===== src/common/bms_pkg.sv =====
// Boot mode selector package: modes, outcomes, carriers and timing.
// Assumes a single 125 MHz system clock domain.
package bms_pkg;
  typedef enum logic [1:0]
  {
    BMS_MODE_USER,
    BMS_MODE_LOADER,
    BMS_MODE_SELECTIVE,
    BMS_MODE_HALT
  } bms_mode_e;

  typedef enum logic [1:0]
  {
    BMS_CHAN_NONE,
    BMS_CHAN_UART,
    BMS_CHAN_CAN
  } bms_chan_e;

  // Config pin bit positions
  localparam int BMS_CFG_LO = 0;
  localparam int BMS_CFG_HI = 1;
  localparam logic [1:0] BMS_CFG_RESET = 2'h3;

  // Key outcome codes (values are arbitrary defaults)
  localparam logic [15:0] BMS_KEY_LOADER = 16'h0001;
  localparam logic [15:0] BMS_KEY_UART = 16'h0002;
  localparam logic [15:0] BMS_KEY_CAN = 16'h0003;

  // Software reset pulse length
  localparam int BMS_SRST_NS = 64;
  localparam int BMS_CLK_NS = 8;
  localparam int BMS_SRST_CYC = (BMS_SRST_NS + BMS_CLK_NS - 1) / BMS_CLK_NS;

  typedef struct packed
  {
    logic user_map;
    logic fetch_redirect;
    logic uart_en;
    logic can_en;
  } bms_map_s;

  typedef struct packed
  {
    logic valid;
    bms_chan_e chan;
  } bms_boot_s;
endpackage


===== src/core/bms_boot_mode_selector.sv =====
// Boot mode selector: latches config pins at reset release, picks mode.
// Assumes pins synchronous to clk; reset_input_pin is the external reset.
// Functional notes
// RQ1: Latch config pins on reset rising edge
// RQ2: Both high: user mode, flash at zero
// RQ3: High-low: standard loader, fetch redirected to ROM
// RQ4: Low-high: selective boot, fetch redirected
// RQ5: Both low reserved: flag, default mode
// RQ6: Loader watches UART and CAN together
// RQ7: UART start condition selects UART boot
// RQ8: CAN dominant bit selects CAN boot
// RQ9: Sum two flash words, compare reference
// RQ10: Match: software reset, run user code
// RQ11: Mismatch: key selects one of four
// RQ12: Unknown key defaults to halt
`timescale 1ns/10ps
`default_nettype none
module bms_boot_mode_selector #(
  parameter int W = 16,
  parameter bms_pkg::bms_mode_e RESERVED_MODE = bms_pkg::BMS_MODE_USER
) (
  input wire logic clk,
  input wire logic arst_n,
  input wire logic reset_input_pin_n,
  input wire logic [1:0] boot_config_pins,
  input wire logic init_done,
  input wire logic uart_receive_line,
  input wire logic can_receive_line,
  input wire logic [W-1:0] sig_word_a,
  input wire logic [W-1:0] sig_word_b,
  input wire logic [W-1:0] ref_sig,
  input wire logic [W-1:0] key_word,
  output bms_pkg::bms_mode_e mode,
  output bms_pkg::bms_map_s map,
  output bms_pkg::bms_boot_s boot,
  output logic reserved_cfg,
  output logic soft_reset,
  output logic halted
);
  import bms_pkg::*;

  typedef enum logic [2:0]
  {
    S_RESET,
    S_DECODE,
    S_CHECK,
    S_WAIT_SIG,
    S_SRST,
    S_SCAN,
    S_DONE,
    S_HALT
  } bms_state_e;

  logic [1:0] rst_sync_q;
  logic rst_n;
  logic pin_q;
  logic [1:0] cfg_q;
  bms_state_e state_q;
  logic sig_start;
  logic sig_done;
  logic sig_match;
  logic [3:0] srst_cnt_q;
  logic uart_ok_q;
  logic can_ok_q;

  // Reset release through two flops
  always_ff @(posedge clk or negedge arst_n)
  begin
    if (!arst_n)
      rst_sync_q <= 2'h0;
    else
      rst_sync_q <= {rst_sync_q[0], 1'b1};
  end
  assign rst_n = rst_sync_q[1];

  // Catch pins while external reset is low, freeze on its rising edge
  always_ff @(posedge clk or negedge rst_n)
  begin
    if (!rst_n)
    begin
      pin_q <= 1'b1; // Idle level, so no false rise after reset
      cfg_q <= BMS_CFG_RESET;
    end
    else
    begin
      pin_q <= reset_input_pin_n;
      if (!reset_input_pin_n)
        cfg_q <= boot_config_pins; // RQ1
    end
  end

  assign sig_start = (state_q == S_CHECK);

  bms_sig_check #(.W(W)) u_sig (
    .clk(clk),
    .rst_n(rst_n),
    .start(sig_start),
    .word_a(sig_word_a),
    .word_b(sig_word_b),
    .ref_sig(ref_sig),
    .done(sig_done),
    .match(sig_match)
  );

  always_ff @(posedge clk or negedge rst_n)
  begin
    if (!rst_n)
    begin
      state_q <= S_RESET;
      mode <= BMS_MODE_USER;
      map <= '0;
      boot <= '0;
      reserved_cfg <= 1'b0;
      soft_reset <= 1'b0;
      halted <= 1'b0;
      srst_cnt_q <= 4'h0;
      uart_ok_q <= 1'b0;
      can_ok_q <= 1'b0;
    end
    else
    begin
      soft_reset <= 1'b0;
      unique case (state_q)
        S_RESET:
          if (reset_input_pin_n && !pin_q)
            state_q <= S_DECODE;
        S_DECODE:
        begin
          boot <= '0;
          unique case (cfg_q)
            2'h3:
            begin
              mode <= BMS_MODE_USER;
              map <= '{user_map: 1'b1, fetch_redirect: 1'b0, uart_en: 1'b0, can_en: 1'b0}; // RQ2
              state_q <= S_DONE;
            end
            2'h2:
            begin
              mode <= BMS_MODE_LOADER;
              map <= '{user_map: 1'b1, fetch_redirect: 1'b1, uart_en: 1'b1, can_en: 1'b1}; // RQ3
              state_q <= S_SCAN;
            end
            2'h1:
            begin
              mode <= BMS_MODE_SELECTIVE;
              map <= '{user_map: 1'b1, fetch_redirect: 1'b1, uart_en: 1'b0, can_en: 1'b0}; // RQ4
              state_q <= S_CHECK;
            end
            2'h0:
            begin
              reserved_cfg <= 1'b1; // RQ5
              mode <= RESERVED_MODE;
              map <= '{user_map: 1'b1, fetch_redirect: 1'b0, uart_en: 1'b0, can_en: 1'b0};
              state_q <= S_DONE;
            end
          endcase
        end
        S_CHECK:
          state_q <= S_WAIT_SIG;
        S_WAIT_SIG:
        begin
          if (sig_done)
          begin
            if (sig_match)
            begin
              srst_cnt_q <= 4'(BMS_SRST_CYC);
              state_q <= S_SRST; // RQ10
            end
            else if (key_word == BMS_KEY_LOADER) // RQ11
            begin
              mode <= BMS_MODE_LOADER;
              map.uart_en <= 1'b1;
              map.can_en <= 1'b1;
              state_q <= S_SCAN;
            end
            else if (key_word == BMS_KEY_UART)
            begin
              map.uart_en <= 1'b1;
              state_q <= S_SCAN;
            end
            else if (key_word == BMS_KEY_CAN)
            begin
              map.can_en <= 1'b1;
              state_q <= S_SCAN;
            end
            else
            begin
              mode <= BMS_MODE_HALT; // RQ12
              halted <= 1'b1;
              state_q <= S_HALT;
            end
          end
        end
        S_SRST:
        begin
          soft_reset <= 1'b1; // RQ10
          srst_cnt_q <= srst_cnt_q - 4'h1;
          if (srst_cnt_q == 4'h1)
          begin
            mode <= BMS_MODE_USER;
            map <= '{user_map: 1'b1, fetch_redirect: 1'b0, uart_en: 1'b0, can_en: 1'b0};
            state_q <= S_DONE;
          end
        end
        S_SCAN:
        begin
          // Lines idle high; wait for init and one idle sample first
          if (init_done)
          begin
            uart_ok_q <= uart_receive_line | uart_ok_q;
            can_ok_q <= can_receive_line | can_ok_q;
            // UART wins a same-cycle tie
            if (map.uart_en && uart_ok_q && !uart_receive_line) // RQ6 RQ7
            begin
              boot <= '{valid: 1'b1, chan: BMS_CHAN_UART};
              state_q <= S_DONE;
            end
            else if (map.can_en && can_ok_q && !can_receive_line) // RQ6 RQ8
            begin
              boot <= '{valid: 1'b1, chan: BMS_CHAN_CAN};
              state_q <= S_DONE;
            end
          end
        end
        S_DONE, S_HALT:
          state_q <= state_q;
      endcase
      // External reset wins in every state, even mid-check or mid-scan
      if (!reset_input_pin_n)
      begin
        reserved_cfg <= 1'b0;
        halted <= 1'b0;
        uart_ok_q <= 1'b0;
        can_ok_q <= 1'b0;
        state_q <= S_RESET;
      end
    end
  end
endmodule
`default_nettype wire


===== src/core/bms_sig_check.sv =====
// Signature check of two reserved flash words against a reference.
// Assumes the flash words are stable while start is high.
`timescale 1ns/10ps
`default_nettype none
module bms_sig_check #(
  parameter int W = 16
) (
  input wire logic clk,
  input wire logic rst_n,
  input wire logic start,
  input wire logic [W-1:0] word_a,
  input wire logic [W-1:0] word_b,
  input wire logic [W-1:0] ref_sig,
  output logic done,
  output logic match
);
  import bms_pkg::*;

  // Signature is the sum of the two locations
  logic [W-1:0] sig;
  assign sig = W'(word_a + word_b);

  always_ff @(posedge clk or negedge rst_n)
  begin
    if (!rst_n)
    begin
      done <= 1'b0;
      match <= 1'b0;
    end
    else
    begin
      done <= start;
      if (start)
        match <= (sig == ref_sig); // RQ9
    end
  end
endmodule
`default_nettype wire


===== config.mk =====
export PLATFORM = sky130hd
export DESIGN_NAME = bms_boot_mode_selector
export DESIGN_NICKNAME = d
export VERILOG_FILES = /design/src/common/bms_pkg.sv /design/src/core/bms_boot_mode_selector.sv /design/src/core/bms_sig_check.sv
export SDC_FILE = /design/constraint.sdc
export NUM_CORES = 1
export LEC_CHECK = 0
export CAP_MARGIN = 20
export CORE_MARGIN = 2
export CORE_UTILIZATION = 69
export CTS_CLUSTER_SIZE = 8
export DETAILED_ROUTE_END_ITERATION = 10
export DONT_BUFFER_PORTS = 1
export PLACE_DENSITY = 0.95
export SLEW_MARGIN = 30
export SYNTH_ARGS = -nofsm -noshare
export SYNTH_HDL_FRONTEND = slang
export SYNTH_SLANG_ARGS = --single-unit

===== constraint.sdc =====
create_clock -name clk -period 2.2 [get_ports clk]
set_clock_uncertainty 0.1 [all_clocks]
set_input_delay 0.11 -clock clk [delete_from_list [all_inputs] [get_ports clk]]
set_output_delay 0.11 -clock clk [all_outputs]
set_load 0.02 [all_outputs]

* After elaboration in Yosys (flattened, before gate mapping)
Cells that the tools add are included.
** Word-level totals
- Register bits :: 28
- Input bits :: 72
- Output and inout port bits :: 12
- Logic and storage cells :: 144
** Cells by class
- Add/subtract/negate cells :: 2
- Equal/unequal tests :: 41
- Multiplexer cells :: 54
- Bitwise logic cells :: 2
- Reductions and logical operators :: 26
** Operators by type and width (number)
- 3-bit two-way mux :: 12
- 16-bit by 2-bit equality test with 1-bit output, second input constant :: 2
- 3-bit inequality test, second input constant :: 8
- 6-bit AND reduction :: 4
- 1-bit two-way mux :: 20
- 2-bit two-way mux :: 10
- 2-bit case mux with 3 select lines :: 3
- 3-bit case mux with 6 select lines :: 1
- 16-bit adder :: 1
- 16-bit by 1-bit equality test with 1-bit output, second input constant :: 1
- 16-bit equality test :: 1
- 2-bit by 1-bit inequality test with 1-bit output, second input constant :: 8
- 2-bit inequality test, second input constant :: 8
- 3-bit equality test, second input constant :: 4
- 4-bit two-way mux :: 3
- 4-bit case mux with 3 select lines :: 1
- 3-bit case mux with 3 select lines :: 1
- 4-bit case mux with 2 select lines :: 1
- 3-bit by 2-bit equality test with 1-bit output, second input constant :: 2
- 3-bit case mux with 2 select lines :: 1
- 2-bit AND reduction :: 3
- 3-bit AND reduction :: 2
- 2-bit nonzero test :: 3
- 1-bit logical AND :: 5
- other kinds (15) :: 20

* Depth between registers and ports, before layout
Gate-level depths: netlist (run 1).
- Depth in word-level cells :: 8
- Gate-level depth with buffers :: 9
- Depth with buffers taken out :: 9

* Modules after synthesis
From an unflattened synthesis (run 1), not the netlist that was laid out.
** Second synthesis, totals
- Cells, all modules :: 296
- Area total of the unflattened synthesis :: 2539.9 µm²
** Modules (own cells, without submodules)
- bms_boot_mode_selector :: times used 1, cells each 148, area each 1440.1 µm², seq. area each 654.4 µm²
- bms_sig_check :: times used 1, cells each 148, area each 1099.8 µm², seq. area each 50.0 µm²

* Worst setup path before layout (run 1)
No wires, ideal clock.
- Path kind :: input -> register
- Start :: in sig_word_a[0]
- End :: reg u_sig.match
- Library setup time :: 0.092 ns
- Arrival :: 1.932 ns
- Required time :: 2.008 ns
- Setup slack :: 0.077 ns
- Cell stages on the path :: 9
- Path buffers :: 0
- Cell sequence :: ha_1 -> fa_1 -> a21oi_1 -> nor2_1 -> o311ai_1 -> a21oi_1 -> a211oi_2 -> nand4_1 -> o31ai_2
** On the way
- Cells in the longest elaborated chain, start to end :: 2
** Ends and longest elaborated chain
- start: declaration :: line bms_boot_mode_selector.sv:29 : input wire logic [W-1:0] sig_word_a,
- 16-bit adder :: line bms_sig_check.sv:21 : assign sig = W'(word_a + word_b);
- 16-bit equality test :: line bms_sig_check.sv:34 : match <= (sig == ref_sig);
- end signal: assignment :: line bms_sig_check.sv:34
- end: declaration :: line bms_sig_check.sv:15 : output logic match
No other way between the ends.
A chain may end at the register's enable or synchronous reset.

* Worst setup path after layout (run 1)
- Start :: reg state_q[0]
- End :: reg u_sig.match
** On the way
- Cells in the longest elaborated chain, start to end :: 1
** Ends and longest elaborated chain
- start: declaration :: line bms_boot_mode_selector.sv:58 : bms_state_e state_q;
- start signal: assignment :: line bms_boot_mode_selector.sv:226 : state_q <= state_q;
- 3-bit by 2-bit equality test with 1-bit output :: line bms_boot_mode_selector.sv:92 : assign sig_start = (state_q == S_CHECK);
- net sig_start :: line bms_boot_mode_selector.sv:59 : logic sig_start;
The timed path passes the listed nets, and every way through them passes these cells.

==> summary.md, run 1 <==
| Metric | Value |
|---|---|
| Vias in the first global route | 2334 |
| Initial antenna violation count | 0 |
| Top Ports | 84 |
| Final setup vio count | 0 |
| Post-Syn Instances | 307 |
| Cell row count | 22 |
| First drt pass iteration count | 5 |
| Worst skew pair latency | 270 ps |
| Pwr Total | 2360 µW |
| Via-to-Cell Ratio | 6.95 |
| Final period utilization | 93.2% |
| CTS tree | built |
| Die Wd | 64.8 µm |
| Share of cells above drive strength 1 | 12.6% |
| Syn-to-layout area delta | 10.9% |
| Peak supply drop | 0.415 mV |
| Die Footprint | 4200 µm² |
| Setup TNS | 0 ps |
| Met1 global-route usage | 41.3% |
| RD Place Congestion | 0.961 |
| Fin crit period | 2050 ps |
| Final Max Slew Viols | 0 |
| Hold slack | 23.5 ps |
| WL per Instance | 18.4 µm |
| Grt met3 use | 7.99% |
| TritonCTS Buffers | 3 |
| GRT Total Usage | 32.1% |
| Commonest non-fill, non-tap cell in the layout | a21oi_1 |
| Crit Path Category | flip-flop to flip-flop |
| Placed wire-length estimate | 5180 µm |
| Final hold vios | 0 |
| Clk root buf | clkbuf_8 |
| Design area | 2830 µm² |
| Internal Pwr Total | 1300 µW |
| Global Route met2 Usage | 54.1% |
| Clk slew on worst S/H paths | 90 ps |
| Psw | 1060 µW |
| Arrival @ worst endpoint | 2140 ps |
| Critical Path RT | 2290 ps |
| Crit Path Max Fanout | 3 |
| First-pass GRT wire length | 10600 µm |
| Setup WS pre-CTS | -69.0 ps |
| Longest Clk Path Bufs | 2 |
| Register area share after synthesis | 27.6% |
| Flop pwr share | 38.2% |
| Critical path endpoint category | flip-flop |
| Startpoint Class | flip-flop |
| I/O Buffers | 0 |
| Ys async rst share | 100% |
| Most used DFF post-synth | dfrtp_1 |
| Worst setup margin | 151 ps |
| Starting Density | 70.8% |
| Clock sink count | 28 |
| Netlist area before placement | 2550 µm² |
| Fmax | 488 MHz |
| Core Area | 3610 µm² |
| Lkg Pwr | 0.00119 µW |
| Dpl cell area | 2700 µm² |
| Power Dens Cells | 834 nW/µm² |
| Tightest Pin Transition | 553 ps |
| # fillers | 253 |
| DRT Wirelength | 6870 µm |
| Syn_area_per_cell | 8.32 µm² |
| RSZ-0062 raised after global routing | no |
| Die Span Y | 64.8 µm |
| Post-synth EDFFs | 0 |
| H-Tree Depth | 1 |
| Post-synthesis cell type count | 60 |
| Busiest grt layer | met2 |
| Max Cap Viol | 0 |
| Clock power share | 11.8% |
| Nets | 420 |
| Total gr overflow | 0 |
| Synthesized flop and latch total | 28 |
| Gate power share | 50.1% |
| Antenna Diode Count | 0 |
| Synth warn | 0 |
| Most frequent cells in the layout | a21oi_1 (28), nor2_1 (26), dfrtp_1 (25), nand2_1 (24), ha_1 (20) |
| Via count | 2598 |
| Post-route DRC | 0 |
| Status | finished clean |
| Slew Limit Headroom | 63.1% |
| Syn Nets | 400 |
| Type of the tightest min-delay check | primary input to flip-flop |
| Largest net degree at the start of global routing | 16 |
| Final ANT Viol Nets | 0 |
| First DRT Iteration DRCs | 287 |
| Switching share of power | 45.0% |
-- logic make-up (layout without fill, tap and decap cells) --
group / Yosys count / in the layout / share of synthesized area, %
mux: 6 / 6 / 2.50
simple gates: 115 / 115 / 23.3
buf+inv: 20 / 39 / 3.28
xor+xnor: 20 / 20 / 6.86
other cells: 1 / 1 / 0.147
flops: 28 / 28 / 27.6
compound gates: 96 / 96 / 25.7
fa+ha+maj: 21 / 21 / 10.6
-- final timing paths --
| kind | cells after the start | from | endpoint | slack [ps] |
|---|---|---|---|---|
| min reg2reg | 0 | rst_sync_q[1]$_DFF_PN0_ | halted$_DFFE_PN0P_ | 130 |
| max reg2reg | 7 | state_q[0]$_DFFE_PN0P_ | u_sig.match$_DFFE_PN0P_ | 150 |
| max in group asynchronous | 1 | rst_sync_q[1]$_DFF_PN0_ | srst_cnt_q[0]$_DFFE_PN0P_ | 1270 |
| max | 7 | state_q[0]$_DFFE_PN0P_ | u_sig.match$_DFFE_PN0P_ | 150 |
| min | 3 | key_word[0] | mode[1]$_DFFE_PN0P_ | 20 |
| min in group asynchronous | 0 | rst_sync_q[1]$_DFF_PN0_ | halted$_DFFE_PN0P_ | 130 |
-- state kept, by name, summed over array words and instances (netlist names) --
register and count:
halted 1, soft_reset 1, state_q 3, map 4
can_ok_q 1, cfg_q 2, rst_sync_q 2, mode 2
srst_cnt_q 4, boot 3, reserved_cfg 1, u_sig.match 1
pin_q 1, uart_ok_q 1, u_sig.done 1
-- timing repair --
| item | CTS | global route |
|---|---|---|
| hold buffers | 8 | 0 |
| endpoints found under the hold margin | 13 | 0 |
| buffers inserted | 0 | 0 |
| resized for setup | 0 | 3 |
| setup endpoints to repair | 0 | 1 |
-- power by group through the flow --
stage,Clock (µW),Combinational [µW],Sequential (µW)
6_report,278,1180,901
5_1_grt,299,1280,915
4_1_cts,283,1130,887
3_5_place_dp,0,1100,896
3_3_place_gp,0,1030,880
2_1_floorplan,0,825,859
-- critical path, cell delays in order, from the launching register on --
cell and delay [ps]:
dfrtp_1 420, nor3b_2 270, nand3_1 160, a221oi_2 200, nand4_1 130, a2111oi_2 300, nand4_1 160, o31ai_2 220
-- cell type report --
type | instances | area (µm²) | share of cell area [%]
repair buffers | 26 | 215 | 7.60
flip-flops and latches | 28 | 704 | 24.9
clock buffers | 4 | 45.0 | 1.59
multi-input cells | 259 | 1770 | 62.6
inverters | 9 | 33.8 | 1.19
well taps | 48 | 60.1 | 2.12
-- Yosys cell counts (2+ instances only) --
master	number	area share [%]
a2111oi_2	2	1.2
a211o_1	4	1.4
a211oi_1	2	0.59
a21boi_1	2	0.59
a21o_1	5	1.5
a21oi_1	28	5.5
a31oi_1	2	0.49
and3_1	2	0.49
and3b_1	2	0.69
buf_2	4	0.78
clkbuf_1	6	0.88
dfrtp_1	25	24
dfstp_2	3	3.1
ha_1	20	9.8
inv_1	8	1.2
mux2_2	3	1.3
mux2i_1	3	1.2
nand2_1	24	3.5
nand2b_1	4	0.98
nand3_1	10	2.0
nand3b_1	5	1.5
nand4_1	7	1.7
nor2_1	26	3.8
nor2b_1	5	1.2
nor3_1	13	2.5
nor4_1	6	1.5
o211ai_1	2	0.59
o21a_1	9	2.6
o21ai_0	13	2.5
o21ai_1	6	1.2
o21bai_1	3	0.88
o221ai_1	2	0.69
o31a_1	2	0.69
o32ai_1	3	1.0
or2_2	2	0.49
or3_1	2	0.49
xnor2_1	14	4.8
xor2_1	6	2.1
-- routing by layer --
layer  routed length (µm)  share of wire, %
met1                 2660                39
met2                 3340                49
met3                  745                11
met4                  125               1.8
met5                    0                 0
-- per-stage QoR --
stage | util (%) | std cells
after floorplan | - | 307
after global placement | 74.8 | 362
after detailed placement | 74.8 | 362
after CTS | 78.3 | 374
after global routing | 78.5 | 374
final | 78.5 | 374
Power figures use the tool's default switching activity.
==> inputs of run 2 (changes only) <==
- SETUP_SLACK_MARGIN: unset -> 0.2
==> summary.md, run 2 (synthesis results as in run 1) <==
| Metric | Value |
|---|---|
| RSZ-0062 raised after global routing | no (unchanged) |
| I/O Buffers | 0 (unchanged) |
| Initial antenna violation count | 0 (unchanged) |
| Longest Clk Path Bufs | 2 (unchanged) |
| Final period utilization | 89.6% (was 93.2%) |
| Final hold vios | 0 (unchanged) |
| Cell row count | 22 (unchanged) |
| Critical Path RT | 2300 ps (was 2290 ps) |
| Syn-to-layout area delta | 13.4% (was 10.9%) |
| Final ANT Viol Nets | 0 (unchanged) |
| Die Span Y | 64.8 µm (unchanged) |
| Arrival @ worst endpoint | 2070 ps (was 2140 ps) |
| Final Max Slew Viols | 0 (unchanged) |
| First drt pass iteration count | 6 (was 5) |
| Worst skew pair latency | 280 ps (was 270 ps) |
| Met1 WL | 2710 µm (was 2660 µm) |
| Vias in the first global route | 2322 (was 2334) |
| Clk root buf | clkbuf_8 (unchanged) |
| Via count | 2565 (was 2598) |
| Final core utilization | 80.3% (was 78.5%) |
| Met3 WL | 674 µm (was 745 µm) |
| Clock sink count | 28 (unchanged) |
| Fmax | 507 MHz (was 488 MHz) |
| Crit Path Category | flip-flop to flip-flop (unchanged) |
| Die Footprint | 4200 µm² (unchanged) |
| Starting Density | 70.8% (unchanged) |
| Status | finished clean (unchanged) |
| Max Cap Viol | 0 (unchanged) |
| WL per Instance | 18.2 µm (was 18.4 µm) |
| Via-to-Cell Ratio | 6.86 (was 6.95) |
| Largest regs | map x4, srst_cnt_q x4 (unchanged) |
| Nets | 420 (unchanged) |
| Commonest non-fill, non-tap cell in the layout | a21oi_1 (unchanged) |
| GRT Total Usage | 30.5% (was 32.1%) |
| Die Wd | 64.8 µm (unchanged) |
| Crit Path Max Fanout | 3 (unchanged) |
| Uppermost layer routed | met4 (unchanged) |
| Clk slew on worst S/H paths | 90 ps (about the same) |
| Lkg Pwr | 0.00120 µW (was 0.00119 µW) |
| First DRT Iteration DRCs | 221 (was 287) |
| RD Place Congestion | 0.996 (was 0.961) |
| CTS tree | built (unchanged) |
| Post-route DRC | 0 (unchanged) |
| Peak supply drop | 0.578 mV (was 0.415 mV) |
| Share of cells above drive strength 1 | 16.0% (was 12.6%) |
| Core Area | 3610 µm² (unchanged) |
| Met2 routed WL | 3260 µm (was 3340 µm) |
| Largest net degree at the start of global routing | 27 (was 16) |
| Placed wire-length estimate | 4880 µm (was 5180 µm) |
| DRT Wirelength | 6820 µm (was 6870 µm) |
| Total gr overflow | 0 (unchanged) |
| Power Dens Cells | 884 nW/µm² (was 834 nW/µm²) |
| Startpoint Class | flip-flop (unchanged) |
| Fin crit period | 1970 ps (was 2050 ps) |
| # fillers | 241 (was 253) |
| Critical path endpoint category | flip-flop (unchanged) |
| Final setup vio count | 0 (unchanged) |
| First-pass GRT wire length | 10100 µm (was 10600 µm) |
| Antenna Diode Count | 0 (unchanged) |
| H-Tree Depth | 1 (unchanged) |
| Hold slack | 25.9 ps (was 23.5 ps) |
| Top Ports | 84 (unchanged) |
| Setup TNS | 0 ps (unchanged) |
| Type of the tightest min-delay check | primary input to flip-flop (unchanged) |
| TritonCTS Buffers | 3 (unchanged) |
| Most frequent cells in the layout | a21oi_1 (27), nor2_1 (26), nand2_1 (24), dfrtp_1 (22), ha_1 (19) (was a21oi_1 (28), nor2_1 (26), dfrtp_1 (25), nand2_1 (24), ha_1 (20)) |
[run 2: changes by cell type in the layout (fill, tap and decap cells not counted), sizes merged]
| cell | delta |
|---|---|
| bufinv | +1 |
| clkbuf | -1 |
[run 2: final cells by class]
cell class              count  area [µm²]  area share, %
repair buffers             26         215           7.43
inverters                   9        33.8           1.17
clock inverters             1        30.0           1.04
well taps                  48        60.1           2.07
clock buffers               3        41.3           1.43
flip-flops and latches     28         708           24.4
multi-input cells         259        1810           62.4
[run 2: metal layers]
| layer | vias to the layer above | track usage (%) |
|---|---|---|
| met1 | 1183 | 39.5 |
| met2 | 178 | 52.3 |
| met3 | 22 | 5.56 |
| li1 | 1182 | - |
| met5 | - | 0 |
| met4 | 0 | 7.98 |
[run 2: what timing repair did]
item,in CTS,in global routing
hold buffers,8,0
endpoints found under the setup margin,2,3
pin swaps,0,4
resized for setup,3,7
setup buffers,0,4
hold endpoints to repair,13,0
[run 2: worst max-delay path, cell delays in order (launching register included)]
cell      delay (ps)
dfrtp_2          470
and3b_1          240
o21ai_2          180
a21oi_1          100
o211ai_1         320
buf_4            180
buf_4             90
nand2_1           50
a21boi_1         160
[run 2: path summary, 6_finish.rpt]
| kind | from | end | slack, ps | cells past startpoint |
|---|---|---|---|---|
| min reg2reg | rst_sync_q[1]$_DFF_PN0_ | boot[2]$_DFFE_PN0P_ | 170 | 1 |
| min in group asynchronous | rst_sync_q[1]$_DFF_PN0_ | boot[2]$_DFFE_PN0P_ | 170 | 1 |
| max | map[1]$_DFFE_PN0P_ | state_q[0]$_DFFE_PN0P_ | 230 | 8 |
| min | key_word[0] | mode[1]$_DFFE_PN0P_ | 30 | 3 |
| max in group asynchronous | arst_n | rst_sync_q[0]$_DFF_PN0_ | 1390 | 2 |
| max reg2reg | map[1]$_DFFE_PN0P_ | state_q[0]$_DFFE_PN0P_ | 230 | 8 |
[run 2: metrics by stage]
step           total power (µW)  worst slack, ps  instances  cell area, µm²
6_report                   2560              229        374            2900
5_1_grt                    2690              165        374            2900
4_1_cts                    2400              203        370            2840
3_5_place_dp               1950             24.6        358            2690
3_3_place_gp               1900             95.4        358            2690
2_1_floorplan              1690              201        307            2570
[run 2: where the power goes]
group	switching [µW]	internal, µW
clock network	164	244
logic	689	556
registers	239	668
total	1090	1470
==> inputs of run 3 (changes only) <==
- SYNTH_HIERARCHICAL: unset -> 1
==> summary.md, run 3 <==
| Metric | Value |
|---|---|
| Commonest non-fill, non-tap cell in the layout | a21oi_1 (unchanged) |
| RSZ-0062 raised after global routing | yes (was no) |
| Die Footprint | 4180 µm² (was 4200 µm²) |
| CP Cell Sequence | buf_4, or4b_4, nor2_2, a22oi_2, a31oi_4, o22a_1 (was and3b_1, o21ai_2, a21oi_1, o211ai_1, buf_4, buf_4, nand2_1, a21boi_1) |
| Stages on worst setup path | 6 (was 8) |
| Pwr Total | 2400 µW (was 2560 µW) |
| Cell row count | 22 (unchanged) |
| Post-route DRC | 0 (unchanged) |
| Share of cells above drive strength 1 | 13.9% (was 16.0%) |
| Arrival @ worst endpoint | 2030 ps (was 2070 ps) |
| Synth top area cells | dfrtp_1 (25%), ha_1 (9.9%), a21oi_1 (5.7%) (was dfrtp_1 (24%), ha_1 (9.8%), a21oi_1 (5.5%)) |
| Clk slew on worst S/H paths | 90 ps (about the same) |
| RD Place Congestion | 0.992 (was 0.996) |
| TritonCTS Buffers | 3 (unchanged) |
| WL per Instance | 18.3 µm (was 18.2 µm) |
| Netlist area before placement | 2540 µm² (was 2550 µm²) |
| Nets | 404 (was 420) |
| Area leader, netlist | dfrtp_1 (unchanged) |
| Via-to-Cell Ratio | 6.98 (was 6.86) |
| Post-synth top area share | 24.6% (was 24.5%) |
| Clk root buf | clkbuf_8 (unchanged) |
| Critical Path RT | 2330 ps (was 2300 ps) |
| Lkg Pwr | 0.00118 µW (was 0.00120 µW) |
| Total gr overflow | 0 (unchanged) |
| Top cells by count, synth | a21oi_1 (29), nand2_1 (26), dfrtp_1 (25), nor2_1 (21), o21ai_0 (21) (was a21oi_1 (28), nor2_1 (26), dfrtp_1 (25), nand2_1 (24), ha_1 (20)) |
| Crit path buffers/inverters | 1 (was 2) |
| Longest Clk Path Bufs | 2 (unchanged) |
| Tightest Pin Transition | 532 ps |
| GRT Total Usage | 32.3% (was 30.5%) |
| Crit Path Max Fanout | 11 (was 3) |
| Peak supply drop | 0.752 mV (was 0.578 mV) |
| Final hold vios | 1 (was 0) |
| Largest regs | map x4, srst_cnt_q x4 (unchanged) |
| Via count | 2499 (was 2565) |
| Starting Density | 70.4% (was 70.8%) |
| Final core utilization | 77.4% (was 80.3%) |
| Post-Syn Instances | 296 (was 307) |
| Syn Nets | 389 (was 400) |
| Failing checks | negative hold slack |
| Fmax | 526 MHz (was 507 MHz) |
| First DRT Iteration DRCs | 283 (was 221) |
| H-Tree Depth | 1 (unchanged) |
| Critical path endpoint category | flip-flop (unchanged) |
| Synth warn | 6 (was 0) |
| Startpoint Class | flip-flop (unchanged) |
| Count leader, synth | a21oi_1 (unchanged) |
| Worst skew pair latency | 280 ps (about the same) |
| First-pass GRT wire length | 10600 µm (was 10100 µm) |
| Placed wire-length estimate | 4670 µm (was 4880 µm) |
| Non-filler cells in the finished layout | 358 (was 374) |
| Slowest Stage Delay on Critical Path | 580 ps (was 470 ps) |
| Final period utilization | 86.5% (was 89.6%) |
| Syn-to-layout area delta | 9.95% (was 13.4%) |
| Die Wd | 64.7 µm (was 64.8 µm) |
| Post-synth EDFFs | 0 (unchanged) |
| Crit Path Category | flip-flop to flip-flop (unchanged) |
| Most used DFF post-synth | dfrtp_1 (unchanged) |
| Top cell family by delay on the critical path | simple AND/OR/NAND/NOR gates (was compound AO/OA/AOI/OAI gates) |
| FF-to-FF setup slack | 300 ps (was 230 ps) |
| Die Span Y | 64.7 µm (was 64.8 µm) |
| Max Cap Viol | 0 (unchanged) |
| Reg2Reg Depth | 6 (was 8) |
| Syn_area_per_cell | 8.58 µm² (was 8.32 µm²) |
| Most frequent cells in the layout | a21oi_1 (29), nand2_1 (25), dfrtp_1 (25), o21ai_0 (21) (was a21oi_1 (27), nor2_1 (26), nand2_1 (24), dfrtp_1 (22), ha_1 (19)) |
| Synthesized flop and latch total | 28 (unchanged) |
| Power Dens Cells | 860 nW/µm² (was 884 nW/µm²) |
| WHS Path Cells | 2 (was 3) |
| First drt pass iteration count | 5 (was 6) |
| Setup TNS | 0 ps (unchanged) |
| Post-synthesis cell type count | 62 (was 60) |
| Slew Limit Headroom | 64.4% |
| Final setup vio count | 0 (unchanged) |
| Slowest CP cell | or4b_4 (was dfrtp_2) |
| CTS tree | built (unchanged) |
| Hold slack | -1.59 ps (was 25.9 ps) |
| I/O Buffers | 0 (unchanged) |
| Antenna Diode Count | 0 (unchanged) |
| Type of the tightest min-delay check | primary input to flip-flop (unchanged) |
| Top Ports | 84 (unchanged) |
| Initial antenna violation count | 0 (unchanged) |
| DRT Wirelength | 6550 µm (was 6820 µm) |
| Register area share after synthesis | 27.7% (was 27.6%) |
| Vias in the first global route | 2331 (was 2322) |
| Final ANT Viol Nets | 0 (unchanged) |
| Status | finished, violations left (was finished clean) |
| Fin crit period | 1900 ps (was 1970 ps) |
| Clock sink count | 28 (unchanged) |
| Ys async rst share | 100% (unchanged) |
| Largest net degree at the start of global routing | 27 (unchanged) |
| Core Area | 3610 µm² (unchanged) |
| Final Max Slew Viols | 0 (unchanged) |
| Placed Instances | 344 (was 358) |
run 3: kinds of logic after synthesis:
kind of cell / after synthesis / share of synthesized area, %
and+or+nand+nor: 104 / 21.6
AOI/OAI and AO/OA: 99 / 26.7
DFF: 28 / 27.7
adders and majority gates: 21 / 10.6
xor gates and xnor gates: 19 / 7.14
buffers and inverters: 17 / 3.20
muxes: 7 / 2.86
other: 1 / 0.148
run 3: what timing repair did:
item,CTS,global route
setup buffers,0,1
gates resized for setup,0,7
endpoints found under the hold margin,13,0
endpoints found under the setup margin,0,2
hold buffers,9,0
run 3: layout make-up:
| class | instances | area [µm²] |
|---|---|---|
| Fill cell | 240 | 813 |
| Sequential cell | 28 | 704 |
| Multi-Input combinational cell | 251 | 1780 |
| Inverter | 9 | 33.8 |
| Tap cell | 48 | 60.1 |
| Timing Repair Buffer | 18 | 158 |
| Clock buffer | 4 | 55.1 |
run 3: report_power, final:
part           total, µW  internal [µW]  switching [µW]
combinational       1200            534             667
clock                325            161             164
sequential           876            652             224
total               2400           1350            1060
run 3: through the flow:
step	worst slack [ps]	area [µm²]
after floorplan	243	2540
after CTS	258	2760
after global routing	169	2790
after detailed placement	25.8	2610
final	298	2790
after global placement	101	2610
run 3: worst paths after layout:
path,from,to
max in group asynchronous,arst_n,rst_sync_q[1]$_DFF_PN0_
worst min register to register,rst_sync_q[1]$_DFF_PN0_,mode[1]$_DFFE_PN0P_
min in group asynchronous,rst_sync_q[1]$_DFF_PN0_,mode[1]$_DFFE_PN0P_
worst max register to register,state_q[0]$_DFFE_PN0P_,mode[1]$_DFFE_PN0P_
worst max-delay path,state_q[0]$_DFFE_PN0P_,mode[1]$_DFFE_PN0P_
worst min-delay path,init_done,uart_ok_q$_DFFE_PN0P_
run 3: routing by layer:
layer,up-vias,GRT usage [%],part of all wire [%]
met5,-,0,0
met4,0,8.24,2.2
met3,20,6.60,10
met2,186,55.7,47
met1,1164,41.3,40
li1,1129,-,-
